`config.mk`:
```
export PLATFORM = sky130hd
export DESIGN_NAME = adcw_top
export DESIGN_NICKNAME = d
export VERILOG_FILES = /design/src/core/adcw_pkg.sv /design/src/core/adcw_format.sv /design/src/core/adcw_window.sv /design/src/core/adcw_top.sv
export SDC_FILE = /design/constraint.sdc
export NUM_CORES = 1
export LEC_CHECK = 0
export BUFFER_PORTS_ARGS = -buffer_cell sky130_fd_sc_hd__buf_4
export CORE_MARGIN = 2
export CORE_UTILIZATION = 60
export CTS_CLUSTER_DIAMETER = 100
export DETAILED_ROUTE_END_ITERATION = 8
export MAX_ROUTING_LAYER = met4
export PLACE_DENSITY = 0.94
export REMOVE_ABC_BUFFERS = 1
export SLEW_MARGIN = 20
export SYNTH_ARGS = -nofsm -noshare
export SYNTH_HDL_FRONTEND = slang
export SYNTH_SLANG_ARGS = --single-unit
```
`constraint.sdc`:
```
create_clock -name pclk -period 8.4 [get_ports pclk]
set_input_delay 0.84 -clock pclk [delete_from_list [all_inputs] [get_ports pclk]]
set_output_delay 0.84 -clock pclk [all_outputs]
set_load 0.05 [all_outputs]
```
`src/core/adcw_pkg.sv`:
```
/*
  Constants of the converter result path: register byte offsets, field
  positions, reset values and conversion timing.
  Assumes a 32-bit APB register bus with one aligned word per register.
*/
package adcw_pkg;

    // ------------------------------------------------------------
    // register byte offsets
    // ------------------------------------------------------------
    localparam logic [7:0] ADCW_OFS_CONTROL    = 8'h00;
    localparam logic [7:0] ADCW_OFS_RESULT_HI  = 8'h04;
    localparam logic [7:0] ADCW_OFS_RESULT_LO  = 8'h08;
    localparam logic [7:0] ADCW_OFS_UPPER_HI   = 8'h0c;
    localparam logic [7:0] ADCW_OFS_UPPER_LO   = 8'h10;
    localparam logic [7:0] ADCW_OFS_LOWER_HI   = 8'h14;
    localparam logic [7:0] ADCW_OFS_LOWER_LO   = 8'h18;
    localparam logic [7:0] ADCW_OFS_IRQ_STATUS = 8'h1c;
    localparam logic [7:0] ADCW_OFS_IRQ_ENABLE = 8'h20;
    localparam logic [7:0] ADCW_OFS_IRQ_CLEAR  = 8'h24;

    // ------------------------------------------------------------
    // control register fields
    // ------------------------------------------------------------
    localparam int ADCW_CTL_JUSTIFY = 0;
    localparam int ADCW_CTL_WINFLAG = 1;
    localparam int ADCW_CTL_BUSY    = 4;
    localparam int ADCW_CTL_DONE    = 5;

    // interrupt status / enable / clear fields
    localparam int ADCW_IRQ_DONE = 0;
    localparam int ADCW_IRQ_WIN  = 1;
    localparam int ADCW_IRQ_BITS = 2;

    // ------------------------------------------------------------
    // reset values
    // ------------------------------------------------------------
    localparam logic [7:0]               ADCW_RST_BYTE = 8'h00;
    localparam logic [ADCW_IRQ_BITS-1:0] ADCW_RST_IRQ  = 2'h0;

    // ------------------------------------------------------------
    // conversion timing
    // ------------------------------------------------------------
    localparam int ADCW_CODE_BITS       = 12;
    localparam int ADCW_CONV_SAR_CLOCKS = 16;
    localparam int ADCW_SAR_DIV_DEFAULT = 2;
    localparam int ADCW_CNT_BITS        = 16;

    typedef enum logic [0:0] {
        ADCW_ST_IDLE,
        ADCW_ST_CONVERT
    } adcw_state_t;

endpackage

```
`src/core/adcw_format.sv`:
```
/*
  Result formatter: places the 12-bit code into the high/low byte pair.
  Assumes the code is two's complement when diff is high.
*/
`timescale 1ns/1ns
module adcw_format
    import adcw_pkg::*;
(
    // conversion code
    input  wire logic [ADCW_CODE_BITS-1:0] code,
    input  wire logic                      diff,
    // format select
    input  wire logic                      justify,
    // formatted bytes
    output logic [7:0]                     high_byte,
    output logic [7:0]                     low_byte
);
    logic [3:0] ext_nibble;

    always_comb begin
        ext_nibble = diff ? {4{code[11]}} : 4'h0;
        if (justify) begin
            high_byte = code[11:4];
            low_byte  = {code[3:0], 4'h0};
        end else begin
            high_byte = {ext_nibble, code[11:8]};
            low_byte  = code[7:0];
        end
    end
endmodule

```
`src/core/adcw_window.sv`:
```
/*
  Window comparator on the formatted 16-bit result word.
  Assumes result and limits share one justification; diff selects signed compare.
*/
`timescale 1ns/1ns
module adcw_window
    import adcw_pkg::*;
(
    // operands
    input  wire logic [15:0] result_word,
    input  wire logic [15:0] upper_word,
    input  wire logic [15:0] lower_word,
    input  wire logic        diff,
    // outcome
    output logic             hit
);
    logic above_upper;
    logic below_lower;
    logic upper_below_lower;

    always_comb begin
        if (diff) begin
            above_upper       = $signed(result_word) > $signed(upper_word);
            below_lower       = $signed(result_word) < $signed(lower_word);
            upper_below_lower = $signed(upper_word) < $signed(lower_word);
        end else begin
            above_upper       = result_word > upper_word;
            below_lower       = result_word < lower_word;
            upper_below_lower = upper_word < lower_word;
        end
        // inside vs outside chosen purely by how the limits are ordered
        if (upper_below_lower) begin
            hit = above_upper && below_lower;
        end else begin
            hit = above_upper || below_lower;
        end
    end
endmodule

```
`src/core/adcw_top.sv`:
```
/*
  Converter result path: APB register file, conversion sequencer, result
  formatting, window detection and interrupt status.
  Assumes the converter core holds conv_code/conv_diff valid when the
  conversion time has elapsed after conv_start, and APB signals synchronous to pclk.
*/
// The register offsets and the APB register port were decided locally.
//
// Contract
// - Right-justified: code bits 11..8 go to the high byte low nibble, bits 7..0 to the low byte.
// - Right-justified high nibble is sign copies for differential readings, zero for single-ended.
// - Left-justified: high byte holds bits 11..4, low byte upper nibble bits 3..0, lower nibble zero.
// - Single-ended codes are unsigned over 2^12, differential codes signed over 2^11.
// - Differential codes are two's complement, so minus one step reads all ones right-justified.
// - Every result is compared against both limit words and a hit is signalled.
// - The window hit is latched in the control register for polling or as an interrupt.
// - Inside or outside detection is chosen only by the relative limit values.
// - A conversion takes at least 16 SAR clock periods before result and compare are valid.
`timescale 1ns/1ns
module adcw_top
    import adcw_pkg::*;
#(
    parameter int SAR_DIV = ADCW_SAR_DIV_DEFAULT
)(
    // clock and reset
    input  wire logic                      pclk,
    input  wire logic                      presetn,
    // apb slave
    input  wire logic                      psel,
    input  wire logic                      penable,
    input  wire logic                      pwrite,
    input  wire logic [7:0]                paddr,
    input  wire logic [31:0]               pwdata,
    output logic [31:0]                    prdata,
    output logic                           pready,
    output logic                           pslverr,
    // converter core
    output logic                           conv_start,
    input  wire logic [ADCW_CODE_BITS-1:0] conv_code,
    input  wire logic                      conv_diff,
    // interrupt
    output logic                           irq
);
    // ------------------------------------------------------------
    // elaboration checks
    // ------------------------------------------------------------
    localparam int CONV_CYCLES = ADCW_CONV_SAR_CLOCKS * SAR_DIV;
    localparam logic [ADCW_CNT_BITS-1:0] CONV_LAST = ADCW_CNT_BITS'(CONV_CYCLES - 1);

    if (SAR_DIV < 1 || CONV_CYCLES >= (1 << ADCW_CNT_BITS)) begin : g_bad_div
        $error("adcw_top: SAR_DIV out of range");
    end

    // ------------------------------------------------------------
    // state
    // ------------------------------------------------------------
    adcw_state_t                 state_reg, state_next;
    logic [ADCW_CNT_BITS-1:0]    count_reg, count_next;
    logic                        start_reg, start_next;
    logic                        justify_reg, justify_next;
    logic                        winflag_reg, winflag_next;
    logic                        done_reg, done_next;
    logic                        diff_reg, diff_next;
    logic [7:0]                  res_hi_reg, res_hi_next;
    logic [7:0]                  res_lo_reg, res_lo_next;
    logic [7:0]                  up_hi_reg, up_hi_next;
    logic [7:0]                  up_lo_reg, up_lo_next;
    logic [7:0]                  lo_hi_reg, lo_hi_next;
    logic [7:0]                  lo_lo_reg, lo_lo_next;
    logic [ADCW_IRQ_BITS-1:0]    ist_reg, ist_next;
    logic [ADCW_IRQ_BITS-1:0]    ien_reg, ien_next;
    logic [31:0]                 rdata_reg, rdata_next;

    // ------------------------------------------------------------
    // formatting and window compare
    // ------------------------------------------------------------
    logic [7:0] fmt_hi;
    logic [7:0] fmt_lo;
    logic       win_hit;

    adcw_format u_format (
        .code      (conv_code),
        .diff      (conv_diff),
        .justify   (justify_reg),
        .high_byte (fmt_hi),
        .low_byte  (fmt_lo)
    );

    adcw_window u_window (
        .result_word (({fmt_hi, fmt_lo})),
        .upper_word  (({up_hi_reg, up_lo_reg})),
        .lower_word  (({lo_hi_reg, lo_lo_reg})),
        .diff        (conv_diff),
        .hit         (win_hit)
    );

    // ------------------------------------------------------------
    // bus decode
    // ------------------------------------------------------------
    logic wr_en;
    logic setup;
    logic mapped;
    logic conv_end;

    always_comb begin
        setup  = psel && !penable;
        wr_en  = psel && penable && pwrite;
        case (paddr)
            ADCW_OFS_CONTROL, ADCW_OFS_RESULT_HI, ADCW_OFS_RESULT_LO,
            ADCW_OFS_UPPER_HI, ADCW_OFS_UPPER_LO, ADCW_OFS_LOWER_HI,
            ADCW_OFS_LOWER_LO, ADCW_OFS_IRQ_STATUS, ADCW_OFS_IRQ_ENABLE,
            ADCW_OFS_IRQ_CLEAR: mapped = 1'b1;
            default: mapped = 1'b0;
        endcase
        conv_end = (state_reg == ADCW_ST_CONVERT) && (count_reg == CONV_LAST);
    end

    // ------------------------------------------------------------
    // next-state logic
    // ------------------------------------------------------------
    always_comb begin
        state_next   = state_reg;
        count_next   = count_reg;
        start_next   = 1'b0;
        justify_next = justify_reg;
        winflag_next = winflag_reg;
        done_next    = done_reg;
        diff_next    = diff_reg;
        res_hi_next  = res_hi_reg;
        res_lo_next  = res_lo_reg;
        up_hi_next   = up_hi_reg;
        up_lo_next   = up_lo_reg;
        lo_hi_next   = lo_hi_reg;
        lo_lo_next   = lo_lo_reg;
        ist_next     = ist_reg;
        ien_next     = ien_reg;
        rdata_next   = rdata_reg;

        // software writes first, so hardware events below win
        if (wr_en) begin
            case (paddr)
                ADCW_OFS_CONTROL: begin
                    justify_next = pwdata[ADCW_CTL_JUSTIFY];
                    // flags are cleared by writing zero, a one leaves them
                    if (!pwdata[ADCW_CTL_WINFLAG]) begin
                        winflag_next = 1'b0;
                    end
                    if (!pwdata[ADCW_CTL_DONE]) begin
                        done_next = 1'b0;
                    end
                    if (pwdata[ADCW_CTL_BUSY] && state_reg == ADCW_ST_IDLE) begin
                        state_next = ADCW_ST_CONVERT;
                        count_next = '0;
                        start_next = 1'b1;
                    end
                end
                ADCW_OFS_RESULT_HI:  res_hi_next = pwdata[7:0];
                ADCW_OFS_RESULT_LO:  res_lo_next = pwdata[7:0];
                ADCW_OFS_UPPER_HI:   up_hi_next  = pwdata[7:0];
                ADCW_OFS_UPPER_LO:   up_lo_next  = pwdata[7:0];
                ADCW_OFS_LOWER_HI:   lo_hi_next  = pwdata[7:0];
                ADCW_OFS_LOWER_LO:   lo_lo_next  = pwdata[7:0];
                ADCW_OFS_IRQ_ENABLE: ien_next    = pwdata[ADCW_IRQ_BITS-1:0];
                ADCW_OFS_IRQ_CLEAR:  ist_next    = ist_reg & ~pwdata[ADCW_IRQ_BITS-1:0];
                default: ;
            endcase
        end

        // conversion sequencer
        case (state_reg)
            ADCW_ST_IDLE: ;
            ADCW_ST_CONVERT: begin
                if (conv_end) begin
                    state_next  = ADCW_ST_IDLE;
                    res_hi_next = fmt_hi;
                    res_lo_next = fmt_lo;
                    diff_next   = conv_diff;
                    done_next   = 1'b1;
                    ist_next[ADCW_IRQ_DONE] = 1'b1;
                    if (win_hit) begin
                        winflag_next = 1'b1;
                        ist_next[ADCW_IRQ_WIN] = 1'b1;
                    end
                end else begin
                    count_next = count_reg + 1'b1;
                end
            end
            default: state_next = ADCW_ST_IDLE;
        endcase

        // read data captured in the setup cycle, shown in the access cycle
        if (setup) begin
            rdata_next = 32'h0;
            case (paddr)
                ADCW_OFS_CONTROL: begin
                    rdata_next[ADCW_CTL_JUSTIFY] = justify_reg;
                    rdata_next[ADCW_CTL_WINFLAG] = winflag_reg;
                    rdata_next[ADCW_CTL_BUSY]    = (state_reg == ADCW_ST_CONVERT);
                    rdata_next[ADCW_CTL_DONE]    = done_reg;
                end
                ADCW_OFS_RESULT_HI:  rdata_next[7:0] = res_hi_reg;
                ADCW_OFS_RESULT_LO:  rdata_next[7:0] = res_lo_reg;
                ADCW_OFS_UPPER_HI:   rdata_next[7:0] = up_hi_reg;
                ADCW_OFS_UPPER_LO:   rdata_next[7:0] = up_lo_reg;
                ADCW_OFS_LOWER_HI:   rdata_next[7:0] = lo_hi_reg;
                ADCW_OFS_LOWER_LO:   rdata_next[7:0] = lo_lo_reg;
                ADCW_OFS_IRQ_STATUS: rdata_next[ADCW_IRQ_BITS-1:0] = ist_reg;
                ADCW_OFS_IRQ_ENABLE: rdata_next[ADCW_IRQ_BITS-1:0] = ien_reg;
                default: ;
            endcase
        end
    end

    // ------------------------------------------------------------
    // registers
    // ------------------------------------------------------------
    always_ff @(posedge pclk or negedge presetn) begin
        if (!presetn) begin
            state_reg   <= ADCW_ST_IDLE;
            count_reg   <= '0;
            start_reg   <= 1'b0;
            justify_reg <= 1'b0;
            winflag_reg <= 1'b0;
            done_reg    <= 1'b0;
            diff_reg    <= 1'b0;
            res_hi_reg  <= ADCW_RST_BYTE;
            res_lo_reg  <= ADCW_RST_BYTE;
            up_hi_reg   <= ADCW_RST_BYTE;
            up_lo_reg   <= ADCW_RST_BYTE;
            lo_hi_reg   <= ADCW_RST_BYTE;
            lo_lo_reg   <= ADCW_RST_BYTE;
            ist_reg     <= ADCW_RST_IRQ;
            ien_reg     <= ADCW_RST_IRQ;
            rdata_reg   <= 32'h0;
        end else begin
            state_reg   <= state_next;
            count_reg   <= count_next;
            start_reg   <= start_next;
            justify_reg <= justify_next;
            winflag_reg <= winflag_next;
            done_reg    <= done_next;
            diff_reg    <= diff_next;
            res_hi_reg  <= res_hi_next;
            res_lo_reg  <= res_lo_next;
            up_hi_reg   <= up_hi_next;
            up_lo_reg   <= up_lo_next;
            lo_hi_reg   <= lo_hi_next;
            lo_lo_reg   <= lo_lo_next;
            ist_reg     <= ist_next;
            ien_reg     <= ien_next;
            rdata_reg   <= rdata_next;
        end
    end

    // ------------------------------------------------------------
    // outputs
    // ------------------------------------------------------------
    always_comb begin
        prdata     = rdata_reg;
        pready     = 1'b1;
        pslverr    = psel && penable && !mapped;
        conv_start = start_reg;
        irq        = |(ist_reg & ien_reg);
    end
endmodule

```
After elaboration in Yosys (flattened, before gate mapping)
Index checks and enable logic that the tools add are counted.
Widths: inputs -> output; s select.

cells by class
  add/subtract/negate cells = 1
  order comparisons = 6
  eq/ne operators = 10
  multiplexer cells = 49
  bitwise gates (word level) = 4
  reductions and logical operators = 19

operators by type and width
  operator               number
  $mux 16                5
  $mux 8                 10
  $lt 16x16->1           4
  $eq 8x5->1 const B     4
  $gt 16x16->1           2
  $mux 1                 25
  $pmux 2 s6             2
  $pmux 2 s9             1
  $add 16x1->16 const B  1
  $eq 16x5->1 const B    1
  $eq 8x4->1 const B     2
  $eq 8x6->1 const B     2
  $pmux 2 s7             1
  $reduce_and 2->1       6
  $reduce_or 10->1       1
  $eq 8x3->1 const B     1
  $logic_not 8->1        1
  $mux 2                 4
  $logic_and 1x1->1      7
  $and 2x2->2            2
  $mux 4                 1
  $logic_not 1->1        2
  $not 2->2              1
  $reduce_or 2->1        1
  other kinds (2)        2

word-level totals
  flip-flop bits (word level) = 81
  output and inout port bits = 36
  logic and storage cells = 104

Depth between registers and ports, before layout
Gate-level depths: netlist of the first run.

  word-level depth = 9
  mapped depth = 12
  mapped depth without buffers = 10

Hierarchy
Synthesis of the first run repeated with hierarchy kept, for this count alone.

unflattened totals
  cells, all modules = 555
  area, all modules = 5,821.8 µm²

by module, submodules not included
  module       instances  cells an instance  area an instance (µm²)  seq. area each (µm²)
  adcw_top     1          372                4,404.2                 2,026.9
  adcw_window  1          161                1,224.9                 0.0
  adcw_format  1          22                 192.7                   0.0

Least setup slack after synthesis of the first run
OpenSTA, ideal clock, no wires.

  kind = input -> output
  from = input port paddr[4]
  to = output port pslverr
  arrival = 2.495 ns
  data required time = 7.560 ns
  slack = 5.065 ns
  stages = 4
  buffers on the path = 2
  cells stage by stage = clkbuf_1 buf_1 o21ai_0 a21oi_1

between the ends
  longest elaborated chain between the ends = 5
  elaborated cells between the ends (all ways) = 14
  those cells by class = eq/ne: 9; mux: 1; reduce/logical: 4

ends and longest elaborated chain
  element                             RTL line         RTL
  start: declaration                  adcw_top.sv:32   input wire logic [7:0] paddr,
  $eq 8x5->1 (tied with other cells)  adcw_top.sv:108  case (paddr)
  $reduce_or 10->1 (*)                adcw_top.sv:108
  $mux 1 (*)                          adcw_top.sv:108
  $logic_not 1->1 (*)                 adcw_top.sv:261  pslverr = psel && penable && !mapped;
  $logic_and 1x1->1 (*)               adcw_top.sv:261
  end: declaration                    adcw_top.sv:36   output logic pslverr,

Mark *: on every way between the ends. The rest lies on a longest branch, timed or not.

Worst setup path after layout of the first run
  from = register justify_reg
  to = register ist_reg[1]

between the ends
  longest elaborated chain between the ends = 8
  elaborated cells between the ends (all ways) = 14
  those cells by class = order compare: 4; mux: 8; reduce/logical: 2

ends and longest elaborated chain
  element                                                       RTL line                              RTL
  start: declaration                                            adcw_top.sv:60                        logic justify_reg, justify_next;
  start signal: assignment                                      adcw_top.sv:239                       justify_reg <= justify_next;
  $mux 8                                                        adcw_format.sv:22                     if (justify) begin
  $gt 16x16->1 (tied with other cells)                          adcw_window.sv:27                     above_upper = result_word > upper_word;
  $mux 1                                                        adcw_window.sv:22                     if (diff) begin
  $logic_or 1x1->1 / $logic_and 1x1->1 (equally long branches)  adcw_window.sv:35, adcw_window.sv:33
  $mux 1 (*)                                                    adcw_window.sv:32                     if (upper_below_lower) begin
  $mux 1 (*)                                                    adcw_top.sv:180                       if (win_hit) begin
  $mux 2 (*)                                                    adcw_top.sv:173                       if (conv_end) begin
  $mux 2 (*)                                                    adcw_top.sv:170                       case (state_reg)
  net ist_next[1]                                               adcw_top.sv:70                        logic [ADCW_IRQ_BITS-1:0] ist_reg, ist_next;
  end signal: assignment                                        adcw_top.sv:249                       ist_reg <= ist_next;
  end: declaration                                              adcw_top.sv:70

Mark *: on every way through the listed nets, which the timed path passes. The rest lies on a longest branch.
A chain may end at the register's enable or synchronous reset.

==> results of run 1 <==
layer usage:
metal | GRT usage, % | share of wire (%) | vias up | routed length [um]
li1 | - | - | 2159 | -
met1 | 38.7 | 42 | 2216 | 5860
met2 | 45.1 | 46 | 255 | 6480
met3 | 5.96 | 8.1 | 57 | 1140
met4 | 14.8 | 3.9 | 0 | 551
met5 | - | 0 | - | 0
cell usage in the layout (no fill, tap or decap), types with 2 or more instances in the layout:
| cell type | n |
|---|---|
| nand2b_1 | 7 |
| conb_1 | 25 |
| clkinvlp_4 | 2 |
| or4_4 | 2 |
| nor4_1 | 5 |
| inv_1 | 37 |
| buf_4 | 46 |
| o2111ai_1 | 2 |
| mux2i_1 | 28 |
| a211oi_1 | 3 |
| nor3_1 | 10 |
| o22ai_1 | 6 |
| and4_1 | 4 |
| o21ai_1 | 5 |
| inv_6 | 3 |
| clkbuf_8 | 9 |
| nand4_1 | 11 |
| o31ai_1 | 9 |
| mux2_4 | 3 |
| o21ai_0 | 65 |
| ha_1 | 43 |
| nor2_1 | 19 |
| and2_1 | 3 |
| a21o_1 | 8 |
| and3_1 | 7 |
| mux2_2 | 20 |
| nor2b_1 | 4 |
| o21a_1 | 3 |
| nand3_1 | 18 |
| a31oi_1 | 3 |
| a21oi_1 | 22 |
| o211ai_1 | 6 |
| a221oi_1 | 5 |
| dfrtp_1 | 81 |
| nand2_1 | 80 |
| nor3b_1 | 2 |
| a22o_1 | 5 |
power by group through the flow:
stage | Clock, W | Combinational (W) | Sequential [W]
4_1_cts | 0.000306 | 0.000122 | 0.000406
3_5_place_dp | 0 | 0.000121 | 0.000414
3_3_place_gp | 0 | 0.000118 | 0.000413
5_1_grt | 0.000322 | 0.000134 | 0.000408
6_report | 0.000304 | 0.000124 | 0.000407
2_1_floorplan | 0 | 0.0000731 | 0.000413
metrics by stage:
step	instances	hold slack (ns)	utilization (%)	total power, W
2_1_floorplan	569	0.465	-	0.000487
3_3_place_gp	724	0.465	65.4	0.000532
3_5_place_dp	724	0.472	65.4	0.000535
4_1_cts	740	0.493	67.7	0.000834
5_1_grt	740	0.542	67.8	0.000863
6_report	740	0.488	67.8	0.000835
worst max-delay path by stage:
stage | start | to | slack (ns) | cells after the start
final | justify_reg | ist_reg[1] | 5.20 | 9
after global routing | justify_reg | ist_reg[1] | 5.08 | 9
after CTS | justify_reg | ist_reg[1] | 5.29 | 9
after detailed placement | paddr[1] | lo_hi_reg[3] | 5.06 | 6
after global placement | paddr[1] | lo_hi_reg[3] | 5.10 | 6
after floorplan | paddr[1] | up_lo_reg[0] | 5.40 | 5
final cells by class:
type	count	area, um^2	area share [%]
multi-input cells	451	3020	51.3
flip-flops and latches	81	2030	34.5
repair buffers	47	357	6.06
inverters	37	139	2.36
well taps	108	135	2.30
clock buffers	9	124	2.11
clock inverters	7	82.6	1.40
critical path, delay by kind of cell (launching register included):
kind,cells,cell delay [ns]
simple gates,1,0.17
compound gates,5,0.98
mux,2,0.76
fa+ha+maj,1,0.33
flops,1,0.89
cells by family after synthesis:
logic type / count (synthesis)
AOI/OAI and AO/OA: 151
xor gates and xnor gates: 1
adders and majority gates: 43
buffers and inverters: 82
DFF: 81
muxes: 52
other: 2
and+or+nand+nor: 179
==> metrics.md, run 1 <==
| Metric | Value |
|---|---|
| Outcome | finished clean |
| Critical path arrival | 3.49 ns |
| Final count of hold timing violations | 0 |
| CP max FO | 22 |
| Largest net degree at the start of global routing | 82 |
| Setup_tns | 0 ns |
| Fin. max-slew vios | 0 |
| Final ANT Viol Nets | 0 |
| CTS root buffer | clkbuf_8 |
| Die ar. | 9720 um^2 |
| PortBufs | 44 |
| H-tree depth | 3 |
| Asr flop ratio synth | 100% |
| Peak supply drop | 0.000112 V |
| Post-synth top area share | 37.8% |
| Die H | 98.6 um |
| Clock Sinks | 81 |
| Post-synthesis mux area share | 10.7% |
| Final setup viols | 0 |
| Initial core utilization | 61.9% |
| Worst reg2reg path endpoint | ist_reg[1] |
| Core ar. | 8680 um^2 |
| R2R cell count | 9 |
| Cell count after synthesis | 591 |
| Reg2Reg Setup Slack | 5.20 ns |
| Simple-gate share of the synthesized area | 16.5% |
| Half-perimeter wire length after placement | 10,300 um |
| Critical-path top delay cell | dfrtp_1 |
| CTS tree | yes |
| Congestion Overflow GR | 0 |
| Cell Rows | 34 |
| Max reg flops | 16 |
| Hold Crit Depth | 2 |
| Max cap viols | 0 |
| Synth Warn # | 0 |
| Synth-to-Final Area Change | 9.55% |
| Post-synthesis compound-gate area fraction | 17.2% |
| Most common cell in the netlist | dfrtp_1 |
| Worst r2r src | justify_reg |
| Post-cts resize count | 0 |
| Switching part of the total | 30.4% |
| Clock Power Share | 36.5% |
| Clock-pin slew on the worst setup and hold paths | 0.09 ns |
| Commonest register cell after synthesis | dfrtp_1 |
| WP data required | 8.69 ns |
| Leak | 2.93 nW |
| Pre-CTS WS | 5.06 ns |
| Layout cell share with drive strength beyond 1 | 14.7% |
| I/O pin cnt | 94 |
| Hold Path Class | register to register |
| Power Internal | 0.000581 W |
| TritonRoute pass-1 iters | 6 |
| Clock Path Buffers | 2 |
| Residual DRC | 0 |
| # fillers | 655 |
| Hold Crit Start | prdata[2] |
| Initial antenna violation count | 0 |
| Vias post-DR | 4,687 |
| Area share of fa/ha/maj cells after synthesis | 10.0% |
| Largest family of logic cells by synthesized area | compound AO/OA/AOI/OAI gates |
| Period Utilization, post-route | 38.1% |
| Max-slew headroom | 24.0% |
| Final nets | 728 |
| Minimum clock period after layout | 3.20 ns |
| Vias in the first global route | 4,569 |
| CP startpoint kind | register |
| Post-synth EDFFs | 0 |
| Comb pwr share | 14.8% |
| Vias per cell | 6.33 |
| PwrDens | 142 nW/um^2 |
| First-pass GRT wire length | 22,300 um |
| Starting DRT DRC Count | 309 |
| Fmax | 313 MHz |
| Post-synth top area cell | dfrtp_1 |
| Final instance area | 5880 um^2 |
| WL/cell | 19.0 um |
| Post-Syn Area per Cell | 9.08 um^2 |
| Min-Delay Endpoint | prdata[2] |
| Num CTS Buffers | 9 |
| Post-Synth XOR/XNOR Area | 0.163% |
| RSZ-0062 raised after global routing | no |
| Placed cell area | 5670 um^2 |
| Die Wd | 98.6 um |
| Routability congestion estimate | 1.07 |
| Final Skew | 0.00816 ns |
| Synth top area cells | dfrtp_1 38%, ha_1 10%, o21ai_0 6.1% |
| CP cell instances | mux2_2 -> ha_1 -> a21oi_1 -> o21a_1 -> o21ai_0 -> a211oi_1 -> mux2i_1 -> o2111ai_1 -> nand3_1 |
| Hold Buf Count CTS | 0 |
| PnR worst setup slack | 5.20 ns |
| Post-CTS setup buffers | 0 |
| Sw Pwr | 0.000253 W |
| Worst path max stage delay | 0.89 ns |
| ANT cells | 0 |
| WS Path Type | register to register |
| Slew @ Worst Pin | 1.14 ns |
| GRT Total Usage | 29.9% |
| Kind of end point of the critical path | register |
| Total wire length | 14,000 um |
| Number of synthesized register bits | 81 |
| Yosys cell types | 56 |
| Synth Cell Area | 5370 um^2 |
| Seq/Total Area, Yosys | 37.8% |
| Worst-skew pair later-pin latency | 0.36 ns |
| Top post-synthesis cells by count | 81 x dfrtp_1, 80 x nand2_1, 65 x o21ai_0, 43 x ha_1, 37 x inv_1 |
| Sequential power share | 48.7% |
Note: power is estimated with default switching activity, not from simulation.
==> inputs of run 2 (changes only) <==
--- a/config.mk
+++ b/config.mk
@@ -5,13 +5,14 @@
 export SDC_FILE = /design/constraint.sdc
 export NUM_CORES = 1
 export LEC_CHECK = 0
+export ABC_AREA = 1
 export BUFFER_PORTS_ARGS = -buffer_cell sky130_fd_sc_hd__buf_4
 export CORE_MARGIN = 2
-export CORE_UTILIZATION = 60
+export CORE_UTILIZATION = 57
 export CTS_CLUSTER_DIAMETER = 100
 export DETAILED_ROUTE_END_ITERATION = 8
 export MAX_ROUTING_LAYER = met4
-export PLACE_DENSITY = 0.94
+export PLACE_DENSITY = 0.9
 export REMOVE_ABC_BUFFERS = 1
 export SLEW_MARGIN = 20
 export SYNTH_ARGS = -nofsm -noshare
==> constraint.sdc (replaced) <==
create_clock -name pclk -period 3.3 [get_ports pclk]
set_input_delay 0.33 -clock pclk [delete_from_list [all_inputs] [get_ports pclk]]
set_output_delay 0.33 -clock pclk [all_outputs]
set_load 0.05 [all_outputs]
==> run 2 against run 1 <==
Against the previous run:
- via count grew 13%
- the flow now finishes with violations (hold timing)
- combinational power rose to 2.8 times the previous value
- register-to-register slack lost 4.6 ns
- critical endpoint is now winflag_reg
- clock skew is 0.00061 ns higher
- clock power rose to 2.8 times the previous value
- global-route usage increased by 1.9 points
- non-clock buffer count shrank 2
- first-iteration DRC count increased by 96%
- die area up 8.3%
- highest routed layer unchanged
- sequential cell count is the same
==> metrics.md, run 2 <==
| Metric | Value |
|---|---|
| Num CTS Buffers | 9 |
| Post-Syn Area per Cell | 7.57 um^2 |
| Period Utilization, post-route | 82.7% |
| Die ar. | 10,500 um^2 |
| CTS tree | yes |
| Final setup viols | 0 |
| Final core utilization | 65.4% |
| Worst-skew pair later-pin latency | 0.36 ns |
| CP startpoint kind | register |
| Vias per cell | 5.84 |
| Post-synth top area cell | dfrtp_1 |
| Synth top area cells | dfrtp_1 37%, nand2_1 12%, ha_1 9.7% |
| Setup_tns | 0 ns |
| Clock Path Buffers | 2 |
| Top post-synthesis cells by count | 180 x nand2_1, 84 x inv_1, 81 x dfrtp_1, 54 x o21ai_1, 43 x ha_1 |
| Residual DRC | 0 |
| Hold Buf Count CTS | 0 |
| Post-synth EDFFs | 0 |
| CTS root buffer | clkbuf_8 |
| Congestion Overflow GR | 0 |
| Synth Warn # | 0 |
| R2R cell count | 13 |
| CP cell instances | inv_2 -> o21ai_0 -> o21ai_0 -> inv_1 -> ha_1 -> nand4_1 -> a21oi_1 -> nor3_1 -> nand3_1 -> nand3_2 -> nand2_1 -> nand2_1 -> nand2_1 |
| Final nets | 877 |
| Leak | 3.01 nW |
| PwrDens | 364 nW/um^2 |
| I/O pin cnt | 94 |
| Max-slew headroom | 49.5% |
| Kind of end point of the critical path | register |
| Asr flop ratio synth | 100% |
| Clock-pin slew on the worst setup and hold paths | 0.09 ns |
| Core ar. | 9330 um^2 |
| Routability congestion estimate | 1.02 |
| Synth Cell Area | 5540 um^2 |
| Commonest register cell after synthesis | dfrtp_1 |
| Max cap viols | 0 |
| Outcome | finished with violations |
| PortBufs | 44 |
| Power consumption | 0.00222 W |
| Most common cell in the netlist | nand2_1 |
| Critical path arrival | 2.97 ns |
| Peak supply drop | 0.000230 V |
| Half-perimeter wire length after placement | 11,800 um |
| ANT cells | 0 |
| Post-synth top area share | 36.6% |
| Number of synthesized register bits | 81 |
| Die H | 103 um |
| Final ANT Viol Nets | 0 |
| Final count of hold timing violations | 5 |
| Seq/Total Area, Yosys | 36.6% |
| Max reg flops | 16 |
| WS Path Type | register to register |
| Vias post-DR | 5,316 |
| Clock Sinks | 81 |
| Cell Rows | 35 |
| Minimum clock period after layout | 2.73 ns |
| Critical-path top delay cell | dfrtp_1 |
| Final Skew | 0.00877 ns |
| Post-CTS setup buffers | 0 |
| WP data required | 3.55 ns |
| H-tree depth | 3 |
| First-pass GRT wire length | 24,800 um |
| RSZ-0062 raised after global routing | no |
| Fmax | 367 MHz |
| GRT Total Usage | 31.8% |
| TritonRoute pass-1 iters | 7 |
| Worst path max stage delay | 0.40 ns |
| WL/cell | 17.1 um |
| Vias in the first global route | 5,060 |
| Most frequent cells in the layout | 180 x nand2_1, 84 x inv_1, 81 x dfrtp_1, 54 x o21ai_1, 44 x buf_4 |
| Most common cell after layout, fill and taps aside | nand2_1 |
| Layout cell share with drive strength beyond 1 | 14.7% |
| Failing checks | hold timing |
| Starting DRT DRC Count | 606 |
| Synth-to-Final Area Change | 10.2% |
| Yosys cell types | 41 |
| Top cell by count, worst path | nand2_1 |
| CP max FO | 19 |
| Largest net degree at the start of global routing | 82 |
| Initial core utilization | 59.4% |
| Fin. max-slew vios | 0 |
| Initial antenna violation count | 0 |
| Total wire length | 15,600 um |
| Die Wd | 103 um |
| Hold Path Class | input pin to asynchronous set/reset pin |
| Post-cts resize count | 0 |
| Cell count after synthesis | 732 |
| Slew @ Worst Pin | 0.757 ns |
| Reg2Reg Setup Slack | 0.57 ns |
| Hold WS | -0.00802 ns |
[run 2: changes by cell type after synthesis, sizes merged, moves of 14 or more]
cell / previous run / this run
inv: 37 / 101
mux2: 23 / 0
clkbuf: 16 / 2
nand2: 80 / 196
nor2: 20 / 53
o21ai: 70 / 85
mux2i: 28 / 4
a21oi: 22 / 40
[run 2: per-layer routing]
metal  track usage, %  routed length (um)  vias up
met5                -                   0        -
li1                 -                   -     2463
met1             40.7                6250     2450
met2             49.4                7080      333
met3             6.03                1610       70
met4             14.1                 651        0
[run 2: worst max-delay path, delay by kind of cell, from the launching register on]
kind | cells | cell delay [ns]
compound gates | 3 | 0.60
simple gates | 7 | 0.88
buf+inv | 2 | 0.43
fa+ha+maj | 1 | 0.29
flops | 1 | 0.40
[run 2: power by group]
group / internal, W / switching [W]
Sequential: 0.00102 / 0.0000167
Combinational: 0.000100 / 0.000252
Clock: 0.000435 / 0.000403
Total: 0.00155 / 0.000672
[run 2: cells by family after synthesis]
| kind of cell | share of synthesized area [%] |
|---|---|
| buf+inv | 11.7 |
| other cells | 0.136 |
| mux | 0.723 |
| flops | 36.6 |
| xor+xnor | 0.316 |
| compound gates | 16.0 |
| fa+ha+maj | 9.71 |
| simple gates | 24.8 |
[run 2: final timing paths]
path | startpoint | to
max | justify_reg | winflag_reg
min | presetn | up_lo_reg[6]
max reg2reg | justify_reg | winflag_reg
min reg2reg | prdata[2] | prdata[2]
max in group asynchronous | presetn | lo_hi_reg[4]
min in group pclk | pwdata[0] | justify_reg
[run 2: final cells by class]
class | count | area, um^2
clock inverter | 7 | 100
fill | 790 | 3220
inverter | 103 | 400
sequential | 81 | 2030
clock buffer | 9 | 124
multi-input combinational | 536 | 2950
timing repair buffer | 45 | 342
tap | 129 | 161
[run 2: per-stage QoR]
stage	instance area [um^2]	worst slack [ns]	instances	hold slack (ns)
final	6100	0.572	910	-0.00802
after global routing	6100	0.404	910	0.0459
after CTS	6100	0.675	910	0.183
after detailed placement	5880	0.701	894	0.474
after global placement	5880	0.742	894	0.464
after floorplan	5380	0.681	720	0.0344
